**config.mk**
```make
export PLATFORM = sky130hd
export DESIGN_NAME = ppc_top
export DESIGN_NICKNAME = d
export VERILOG_FILES = /design/src/verilog/ppc_top.v
export VERILOG_INCLUDE_DIRS = /design/src /design/src/verilog
export SDC_FILE = /design/constraint.sdc
export NUM_CORES = 1
export LEC_CHECK = 0
export ABC_AREA = 1
export ABC_CLOCK_PERIOD_IN_PS = 1700
export BUFFER_PORTS_ARGS = -buffer_cell sky130_fd_sc_hd__buf_2
export CAP_MARGIN = 0
export CORE_MARGIN = 10
export CORE_UTILIZATION = 25
export DETAILED_ROUTE_END_ITERATION = 10
export MAX_ROUTING_LAYER = met4
export PLACE_DENSITY = 0.62
export SETUP_SLACK_MARGIN = 0.02
export SYNTH_ARGS = -nofsm -noshare
export SYNTH_HDL_FRONTEND = slang
export SYNTH_HIERARCHICAL = 1
export SYNTH_SLANG_ARGS = --single-unit
```
**constraint.sdc**
```tcl
create_clock -name SYS_CLK -period 1.7 [get_ports SYS_CLK]
set_clock_uncertainty 0.05 [all_clocks]
set_input_delay 0.425 -clock SYS_CLK [delete_from_list [all_inputs] [get_ports SYS_CLK]]
set_output_delay 0.425 -clock SYS_CLK [all_outputs]
set_load 0.1 [all_outputs]
```
**src/verilog/ppc_consts.vh**
```
// Purpose: constants for the pin pull-up, hi-z and interrupt-out control
// Assumes: 32-bit word-aligned register map, 16 live bits in the pull-up register, 4 in the others
// Notes:   definitions only
`ifndef PPC_CONSTS_VH
`define PPC_CONSTS_VH

// ----------------------------------------
// register byte offsets
// ----------------------------------------
`define PPC_OFS_PULLUP   6'h00
`define PPC_OFS_HIZ      6'h04
`define PPC_OFS_INTOUT   6'h08

// ----------------------------------------
// reset values
// ----------------------------------------
`define PPC_RST_PULLUP   16'h0000
`define PPC_RST_HIZ      4'hf
`define PPC_RST_INTOUT   4'h0

// ----------------------------------------
// hi-z keep bit positions
// ----------------------------------------
`define PPC_B_PORTD_UPPER 3
`define PPC_B_PORTD_LOWER 2
`define PPC_B_PORTE_UPPER 1
`define PPC_B_PORTE_LOWER 0

// ----------------------------------------
// pins covered by each strong-drive group
// ----------------------------------------
`define PPC_M_PD_UPPER   32'h3f00_0000
`define PPC_M_PD_LOWER   32'h0000_fc00
`define PPC_M_PE_UPPER   16'hfa00
`define PPC_M_PE_LOWER   16'h006f

// ----------------------------------------
// interrupt-out field positions and codes
// ----------------------------------------
`define PPC_F_PD_SEL_HI  3
`define PPC_F_PD_SEL_LO  2
`define PPC_F_PE_SEL_HI  1
`define PPC_F_PE_SEL_LO  0
`define PPC_IO_ACCEPT    2'h0
`define PPC_IO_REFRESH   2'h1
`define PPC_IO_STATE     2'h2
`define PPC_IO_HIGH      2'h3
`define PPC_MODE_INTOUT  3'h3

`endif

```
**src/verilog/ppc_top.v**
```verilog
// Purpose: port E pull-up control, strong-drive hi-z forcing, interrupt-out
//          pin selection and multi-pin input/output function combining
// Assumes: all inputs synchronous to SYS_CLK; pin mode fields come from
//          the per-pin mode registers outside this block
// Notes:   pin-side effects are combinational from the register flops, so a
//          write shows on the pins from the cycle after its ack edge
//
// Design decisions made here: the Wishbone slave port and the address map.
`timescale 1ns/100ps
`include "ppc_consts.vh"

// ----------------------------------------
// multi-pin combine cell
// ----------------------------------------
// and type: unselected pins read as 1; or type: unselected pins read as 0
module ppc_combine #(
	parameter NP       = 4,
	parameter AND_TYPE = 0
) (
	input  wire [NP-1:0] pin_lvl, // pin levels
	input  wire [NP-1:0] pin_sel, // pins assigned to the function
	output wire          func_out // merged internal signal
);
	// masked reduce of the assigned pins
	assign func_out = AND_TYPE ? &(pin_lvl | ~pin_sel) : |(pin_lvl & pin_sel);
endmodule // ppc_combine

module ppc_top #(
	parameter NP  = 4, // pins a shared function may use
	parameter NOR = 4, // or-type input functions
	parameter NAN = 4, // and-type input functions
	parameter NFO = 2, // shared output functions
	parameter NED = 4  // edge-detect function pins
) (
	input  wire                 SYS_CLK,         // system clock 100 MHz
	input  wire                 RST_N,           // async reset, active low
	input  wire                 WB_CYC_I,        // bus cycle
	input  wire                 WB_STB_I,        // bus strobe
	input  wire                 WB_WE_I,         // write enable
	input  wire [5:0]           WB_ADR_I,        // byte address
	input  wire [3:0]           WB_SEL_I,        // byte lanes
	input  wire [31:0]          WB_DAT_I,        // write data
	output wire [31:0]          WB_DAT_O,        // read data
	output wire                 WB_ACK_O,        // acknowledge
	input  wire                 POR_BUSY,        // power-on reset in progress
	input  wire [15:0]          PE_PIN_OUT,      // port E pin driving output
	input  wire [15:0]          PE_PU_CAPABLE,   // function allows pull-up
	output wire [15:0]          PE_PULLUP_ON,    // pull-up device enables
	input  wire                 OSC_STOP_DET,    // oscillation stop detected
	input  wire                 SW_STANDBY,      // software standby mode
	input  wire [31:0]          PD_OE_IN,        // port D enables from mux
	input  wire [15:0]          PE_OE_IN,        // port E enables from mux
	output wire [31:0]          PD_OE,           // port D enables to pads
	output wire [15:0]          PE_OE,           // port E enables to pads
	input  wire [2:0]           PORTD_PIN30_MODE, // port D pin 30 mode field
	input  wire [2:0]           PORTE_PIN15_MODE, // port E pin 15 mode field
	input  wire                 INT_ACCEPT_N,    // interrupt accept, low act
	input  wire                 REFRESH_REQ_N,   // refresh request, low act
	input  wire                 REFRESH_PHASE,   // state picks refresh
	output wire                 PD30_INTOUT_N,   // port D pin 30 level
	output wire                 PE15_INTOUT_N,   // port E pin 15 level
	input  wire [NOR*NP-1:0]    OR_PIN_LVL,      // or-type pin levels
	input  wire [NOR*NP-1:0]    OR_PIN_SEL,      // or-type assignments
	output wire [NOR-1:0]       OR_FUNC_IN,      // or-merged functions
	input  wire [NAN*NP-1:0]    AND_PIN_LVL,     // and-type pin levels
	input  wire [NAN*NP-1:0]    AND_PIN_SEL,     // and-type assignments
	output wire [NAN-1:0]       AND_FUNC_IN,     // and-merged functions
	input  wire [NFO-1:0]       FO_SRC,          // shared output sources
	input  wire [NFO*NP-1:0]    FO_PIN_SEL,      // output assignments
	output wire [NFO*NP-1:0]    FO_PIN_DRV,      // per pin per function drive
	input  wire [NED-1:0]       EDGE_PIN_LVL,    // edge-capable pin levels
	input  wire [NED-1:0]       EDGE_FUNC_SEL,   // 1: edge function chosen
	output wire [NED-1:0]       EDGE_FUNC_LVL,   // level seen by detector
	output wire [NED-1:0]       EDGE_FALL        // falling edge, one cycle
);

	// ----------------------------------------
	// register file state
	// ----------------------------------------
	reg  [15:0]   pullup_q;
	reg  [3:0]    hiz_keep_q;
	reg  [3:0]    intout_q;
	reg           ack_q;
	reg  [31:0]   rdat_q;
	reg  [31:0]   rdat_d;
	reg  [NED-1:0] edge_prev_q;
	reg  [NED-1:0] edge_fall_q;

	wire          req;
	wire          wr_commit;
	wire          hit_pullup;
	wire          hit_hiz;
	wire          hit_intout;
	wire [5:0]    adr_word;
	wire          wr_pu_lo;
	wire          wr_pu_hi;
	wire          wr_hiz;
	wire          wr_io;

	// ----------------------------------------
	// wishbone decode
	// ----------------------------------------
	// request qualified; writes land only on the ack edge
	assign req        = WB_CYC_I & WB_STB_I;
	assign wr_commit  = req & WB_WE_I & ack_q;
	// word address kept at full width so it meets the offsets bit for bit
	assign adr_word   = WB_ADR_I & 6'h3c;
	assign hit_pullup = (adr_word == `PPC_OFS_PULLUP);
	assign hit_hiz    = (adr_word == `PPC_OFS_HIZ);
	assign hit_intout = (adr_word == `PPC_OFS_INTOUT);

	// per-register lane strobes; the 4-bit registers sit in lane 0 only
	assign wr_pu_lo   = wr_commit & hit_pullup & WB_SEL_I[0];
	assign wr_pu_hi   = wr_commit & hit_pullup & WB_SEL_I[1];
	assign wr_hiz     = wr_commit & hit_hiz & WB_SEL_I[0];
	assign wr_io      = wr_commit & hit_intout & WB_SEL_I[0];

	// one-wait-state ack, dropped the cycle after it was given
	// the wait state lets the read mux settle from the decoded address
	// before the data is latched, at the cost of one cycle per access
	always @(posedge SYS_CLK or negedge RST_N)
	begin
		if (!RST_N)
			ack_q <= 1'b0;
		else
			ack_q <= req & ~ack_q;
	end

	// read mux; unmapped offsets read zero and still ack
	always @*
	begin
		rdat_d = 32'h0000_0000;
		if (hit_pullup)
			rdat_d = {16'h0000, pullup_q};
		else if (hit_hiz)
			rdat_d = {28'h000_0000, hiz_keep_q};
		else if (hit_intout)
			rdat_d = {28'h000_0000, intout_q};
	end

	// read data captured as ack rises so it is stable with it
	always @(posedge SYS_CLK or negedge RST_N)
	begin
		if (!RST_N)
			rdat_q <= 32'h0000_0000;
		else if (req & ~ack_q)
			rdat_q <= rdat_d;
	end

	assign WB_ACK_O = ack_q;
	assign WB_DAT_O = rdat_q;

	// ----------------------------------------
	// control registers
	// ----------------------------------------
	// byte lanes honoured; upper reserved bits are simply not stored
	always @(posedge SYS_CLK or negedge RST_N)
	begin
		if (!RST_N)
		begin
			pullup_q   <= `PPC_RST_PULLUP;
			hiz_keep_q <= `PPC_RST_HIZ;
			intout_q   <= `PPC_RST_INTOUT;
		end
		else
		begin
			if (wr_pu_lo)
				pullup_q[7:0] <= WB_DAT_I[7:0];
			if (wr_pu_hi)
				pullup_q[15:8] <= WB_DAT_I[15:8];
			if (wr_hiz)
				hiz_keep_q <= WB_DAT_I[3:0];
			if (wr_io)
				intout_q <= WB_DAT_I[3:0];
		end
	end

	// ----------------------------------------
	// port E pull-up gating
	// ----------------------------------------
	wire [15:0] pu_allowed;
	wire        pu_hold_off;

	// bus reset counts as power-on here: the register is not yet valid,
	// and a pull-up fighting an external driver must be avoided
	// off during power-on
	assign pu_hold_off = POR_BUSY | ~RST_N;

	// combinational on direction, so a serial pin turning round sees its
	// pull-up follow in the same cycle with no stale state held here
	// input or hi-z only
	assign pu_allowed  = PE_PU_CAPABLE & ~PE_PIN_OUT;

	assign PE_PULLUP_ON = pu_hold_off ? 16'h0000 : (pullup_q & pu_allowed);

	// ----------------------------------------
	// strong-drive hi-z forcing
	// ----------------------------------------
	wire        hiz_cond;
	wire        frc_pd_upper;
	wire        frc_pd_lower;
	wire        frc_pe_upper;
	wire        frc_pe_lower;
	wire [31:0] pd_force;
	wire [15:0] pe_force;

	// forcing only in stop detection or standby
	assign hiz_cond = OSC_STOP_DET | SW_STANDBY;

	// a group floats only while stopped and its keep bit is clear
	// port D upper group
	assign frc_pd_upper = hiz_cond & ~hiz_keep_q[`PPC_B_PORTD_UPPER];
	assign frc_pd_lower = hiz_cond & ~hiz_keep_q[`PPC_B_PORTD_LOWER];
	assign frc_pe_upper = hiz_cond & ~hiz_keep_q[`PPC_B_PORTE_UPPER];
	assign frc_pe_lower = hiz_cond & ~hiz_keep_q[`PPC_B_PORTE_LOWER];

	// group masks widened to the port; pins outside every group never float
	assign pd_force = ({32{frc_pd_upper}} & `PPC_M_PD_UPPER) |
	                  ({32{frc_pd_lower}} & `PPC_M_PD_LOWER);
	assign pe_force = ({16{frc_pe_upper}} & `PPC_M_PE_UPPER) |
	                  ({16{frc_pe_lower}} & `PPC_M_PE_LOWER);

	// override wins over the function mux; kept groups pass through, so a
	// pin driving at the stop keeps driving the same level
	// keep passes state
	assign PD_OE = PD_OE_IN & ~pd_force;
	assign PE_OE = PE_OE_IN & ~pe_force;

	// ----------------------------------------
	// interrupt-out pin selection
	// ----------------------------------------
	reg  pd_intout_lvl;
	reg  pe_intout_lvl;
	wire [1:0] pd_sel;
	wire [1:0] pe_sel;
	wire       pd_mode_io;
	wire       pe_mode_io;

	assign pd_sel = {intout_q[`PPC_F_PD_SEL_HI], intout_q[`PPC_F_PD_SEL_LO]};
	assign pe_sel = {intout_q[`PPC_F_PE_SEL_HI], intout_q[`PPC_F_PE_SEL_LO]};

	// mode compare done once per pin, each gating only its own pin
	assign pd_mode_io = (PORTD_PIN30_MODE == `PPC_MODE_INTOUT);
	assign pe_mode_io = (PORTE_PIN15_MODE == `PPC_MODE_INTOUT);

	// shared decode for both pins
	function sel_level;
		input [1:0] code;
		input       acc_n;
		input       ref_n;
		input       phase;
		begin
			case (code)
				`PPC_IO_ACCEPT:  sel_level = acc_n;
				`PPC_IO_REFRESH: sel_level = ref_n;
				`PPC_IO_STATE:   sel_level = phase ? ref_n : acc_n;
				`PPC_IO_HIGH:    sel_level = 1'b1;
				default:         sel_level = 1'b1;
			endcase
		end
	endfunction

	// pins idle high when another function owns them
	// the output is active low, so high is the harmless level for a board
	always @*
	begin
		if (pd_mode_io)
			pd_intout_lvl = sel_level(pd_sel, INT_ACCEPT_N, REFRESH_REQ_N,
			                          REFRESH_PHASE);
		else
			pd_intout_lvl = 1'b1;
		if (pe_mode_io)
			pe_intout_lvl = sel_level(pe_sel, INT_ACCEPT_N, REFRESH_REQ_N,
			                          REFRESH_PHASE);
		else
			pe_intout_lvl = 1'b1;
	end

	assign PD30_INTOUT_N = pd_intout_lvl;
	assign PE15_INTOUT_N = pe_intout_lvl;

	// ----------------------------------------
	// multi-pin function combining
	// ----------------------------------------
	// undefined mode codes are not screened here; behaviour then follows
	// whatever the assignment vectors carry
	// defined codes assumed
	genvar gi;
	generate
		for (gi = 0; gi < NOR; gi = gi + 1)
		begin : g_or
			ppc_combine #(
				.NP       (NP),
				.AND_TYPE (0)
			) u_or (
				.pin_lvl  (OR_PIN_LVL[gi*NP +: NP]),
				.pin_sel  (OR_PIN_SEL[gi*NP +: NP]),
				.func_out (OR_FUNC_IN[gi])
			);
		end
		for (gi = 0; gi < NAN; gi = gi + 1)
		begin : g_and
			ppc_combine #(
				.NP       (NP),
				.AND_TYPE (1)
			) u_and (
				.pin_lvl  (AND_PIN_LVL[gi*NP +: NP]),
				.pin_sel  (AND_PIN_SEL[gi*NP +: NP]),
				.func_out (AND_FUNC_IN[gi])
			);
		end
		for (gi = 0; gi < NFO; gi = gi + 1)
		begin : g_fo
			assign FO_PIN_DRV[gi*NP +: NP] = FO_PIN_SEL[gi*NP +: NP] &
			                                 {NP{FO_SRC[gi]}};
		end
	endgenerate

	// ----------------------------------------
	// edge functions on shared port pins
	// ----------------------------------------
	// while the pin is a port the detector sees an idle high level, so a
	// pin sitting low at the switch shows as a falling edge, as it must
	wire [NED-1:0] edge_lvl;

	assign edge_lvl      = EDGE_PIN_LVL | ~EDGE_FUNC_SEL;
	assign EDGE_FUNC_LVL = edge_lvl;

	// previous level; reset idle high so release makes no edge unless a selected pin is low
	// limitation: a pin switched while high shows no edge until it later
	// falls, exactly as an ordinary falling edge would
	always @(posedge SYS_CLK or negedge RST_N)
	begin
		if (!RST_N)
		begin
			edge_prev_q <= {NED{1'b1}};
			edge_fall_q <= {NED{1'b0}};
		end
		else
		begin
			edge_prev_q <= edge_lvl;
			edge_fall_q <= edge_prev_q & ~edge_lvl;
		end
	end

	assign EDGE_FALL = edge_fall_q;

endmodule // ppc_top

```
==> flow_summary.ini <==
[run_status]
outcome = complete, but fails checks
violations = setup timing

[floorplan]
dieArea_mm2 = 0.0182
start_util_pct = 25.9
die_w_um = 135
io-pin-count = 344
fp.dieH_um = 135
core_area_mm2 = 0.0128
fp-row-count = 41

[setup_path]
crit_arrival_ns = 1.27
crit_path_end_kind = primary output
startpoint_type = register
critPathRequiredTime_ns = 1.22
worstSetupPathType = register to primary output
path_max_fanout = 4

[routing]
drt-initial-drc-count = 176
via_per_inst = 4.08
first_pass_iters = 4
vias = 3735
ant_nets = 0
drc_errors = 0
avgRoutedWirePerCell_um = 14.5
drt-total-wl_mm = 13.3

[place]
gp_congestion = 0.803
numPortBuffers = 259
post-place-ws_ns = -0.0397
hpwlAfterDp_mm = 11.6

[logic_synthesis]
synth_most_common_cell = nand2_1
yosys-top-cells-area = dfrtp_1, nand2_1, buf_4
synth_edf_count = 0
yosysSeqAreaShare_pct = 37.4
postSynth.asyncResetShare_pct = 100
yosys-top-cells-count = nand2_1, inv_1, dfrtp_1
synth_area_mm2 = 0.00331
synth_warnings = 6
synth_ff_type = dfrtp_1
yosys.area.top_type = dfrtp_1
synth_cell_type_count = 23
synth_top_area_share_pct = 31.0
syn_area_per_cell_um2 = 6.84
ys_ff_latch = 49
synthCells = 484

[timing]
setup_violations = 4
period_needed_ns = 1.75
fin_setup_tns_ns = -0.0823
final_hold_viol_count = 0
worst_pin_slew_ns = 0.620
fmax_mhz = 572
period_share_pct = 103
slew_violations = 0
fin_ws_ns = -0.0496
relSlewSlack_pct = 58.6
rsz0062_at_grt = true

[hold_path]
hold_path.class = primary input to asynchronous set/reset pin

[clocking]
clk_latency_ns = 0.28
cts.sinks = 49
cts_buffers = 5
root_buffer = clkbuf_16
tritoncts = done
hold_buffers = 0
cts_buffer_depth = 2
htreeDepth = 2
clk_pin_slew_ns = 0.07

[cells_and_area]
area_growth_pct = 91.1
nNetsFinal = 962
drive_above_1_share_pct = 51.6
final_util_pct = 49.5

[power]
pwr-share-comb_pct = 41.0
p_clk_share_pct = 26.5
power_w = 0.00375
switching_share_pct = 40.2
power.leakage_nw = 3.56
peakVddDrop_mv = 0.413
power.density_mw_per_mm2 = 594
seqPwrFrac_pct = 32.5
netSwitchingPower_w = 0.00151
intPower_w = 0.00225

[run]
max_cap_viol_count = 0

[grt]
first_global_vias = 3888
grt_pass1_wl_mm = 20.3
overflow = 0
antenna_found_initial = 1
grt_usage_pct = 14.2
grt_max_degree = 50
registers in the layout (all words and copies together) (netlist names):
register     cells
pullup_q        16
EDGE_FALL        4
WB_ACK_O         1
WB_DAT_O        16
hiz_keep_q       4
intout_q         4
edge_prev_q      4
routing by layer:
layer | GRT usage, % | vias up | share of wire, %
met5 | - | - | 0
met4 | 3.29 | 0 | 1.1
met3 | 3.30 | 16 | 6.3
met2 | 24.9 | 140 | 54
met1 | 16.0 | 1656 | 39
li1 | - | 1923 | -
path summary, 6_finish.rpt:
| path | from | endpoint | slack, ns | depth (start not counted) |
|---|---|---|---|---|
| min reg2reg | edge_prev_q[2] | EDGE_FALL[2] | 0.41 | 2 |
| min | RST_N | pullup_q[15] | 0.27 | 2 |
| max in group asynchronous | RST_N | WB_ACK_O | 0.88 | 2 |
| min in group SYS_CLK | EDGE_FUNC_SEL[3] | edge_prev_q[3] | 0.30 | 2 |
| max reg2reg | WB_ACK_O | pullup_q[12] | 0.42 | 5 |
| max | intout_q[0] | PE15_INTOUT_N | -0.05 | 3 |
metrics by stage:
| step | instance area (µm²) | cells | hold WS, ns |
|---|---|---|---|
| global route | 6320 | 915 | 0.292 |
| detailed placement | 5980 | 888 | 0.404 |
| floorplan | 3850 | 499 | 0.0794 |
| CTS | 6240 | 906 | 0.293 |
| global placement | 5980 | 888 | 0.401 |
| finish | 6320 | 915 | 0.266 |
power groups by stage:
| stage | sequential [W] | clock, W | combinational [W] |
|---|---|---|---|
| 6_report | 0.00122 | 0.000996 | 0.00154 |
| 5_1_grt | 0.00122 | 0.00107 | 0.00163 |
| 4_1_cts | 0.00122 | 0.00103 | 0.00154 |
| 3_5_place_dp | 0.00124 | 0 | 0.00152 |
| 3_3_place_gp | 0.00124 | 0 | 0.00151 |
| 2_1_floorplan | 0.00132 | 0 | 0.00115 |
cells by family after synthesis:
kind of cell	Yosys count	synth area share, %
simple gates	299	40.5
buf+inv	130	21.1
flops	49	37.4
compound gates	5	0.907
other cells	1	0.113
cell usage in the layout (no fill, tap or decap), types with 21 or more instances in the layout:
cell and n:
nand3_1 26, buf_4 24, inv_1 75, nor2_4 36
buf_12 66, nand4_1 21, buf_2 193, nand2_1 174
dfrtp_1 40
timing repair:
item,in CTS,in global routing
buffers inserted,10,8
resized for setup,8,7
pin swaps,9,14
setup endpoints to repair,41,40
worst max-delay path: stages, from the launching register on:
cell	delay, ns
dfrtp_1	0.43
a211oi_2	0.26
nand3_2	0.12
buf_12	0.18
cell type report:
class                           instances  area (µm²)
Multi-Input combinational cell        320        1900
Antenna cell                            1        2.50
Fill cell                            1239        6450
Sequential cell                        49        1240
Clock inverter                          3        25.0
Inverter                               79         313
Tap cell                              172         215
Clock buffer                            5         125
Timing Repair Buffer                  286        2500
Power figures use the tool's default switching activity.
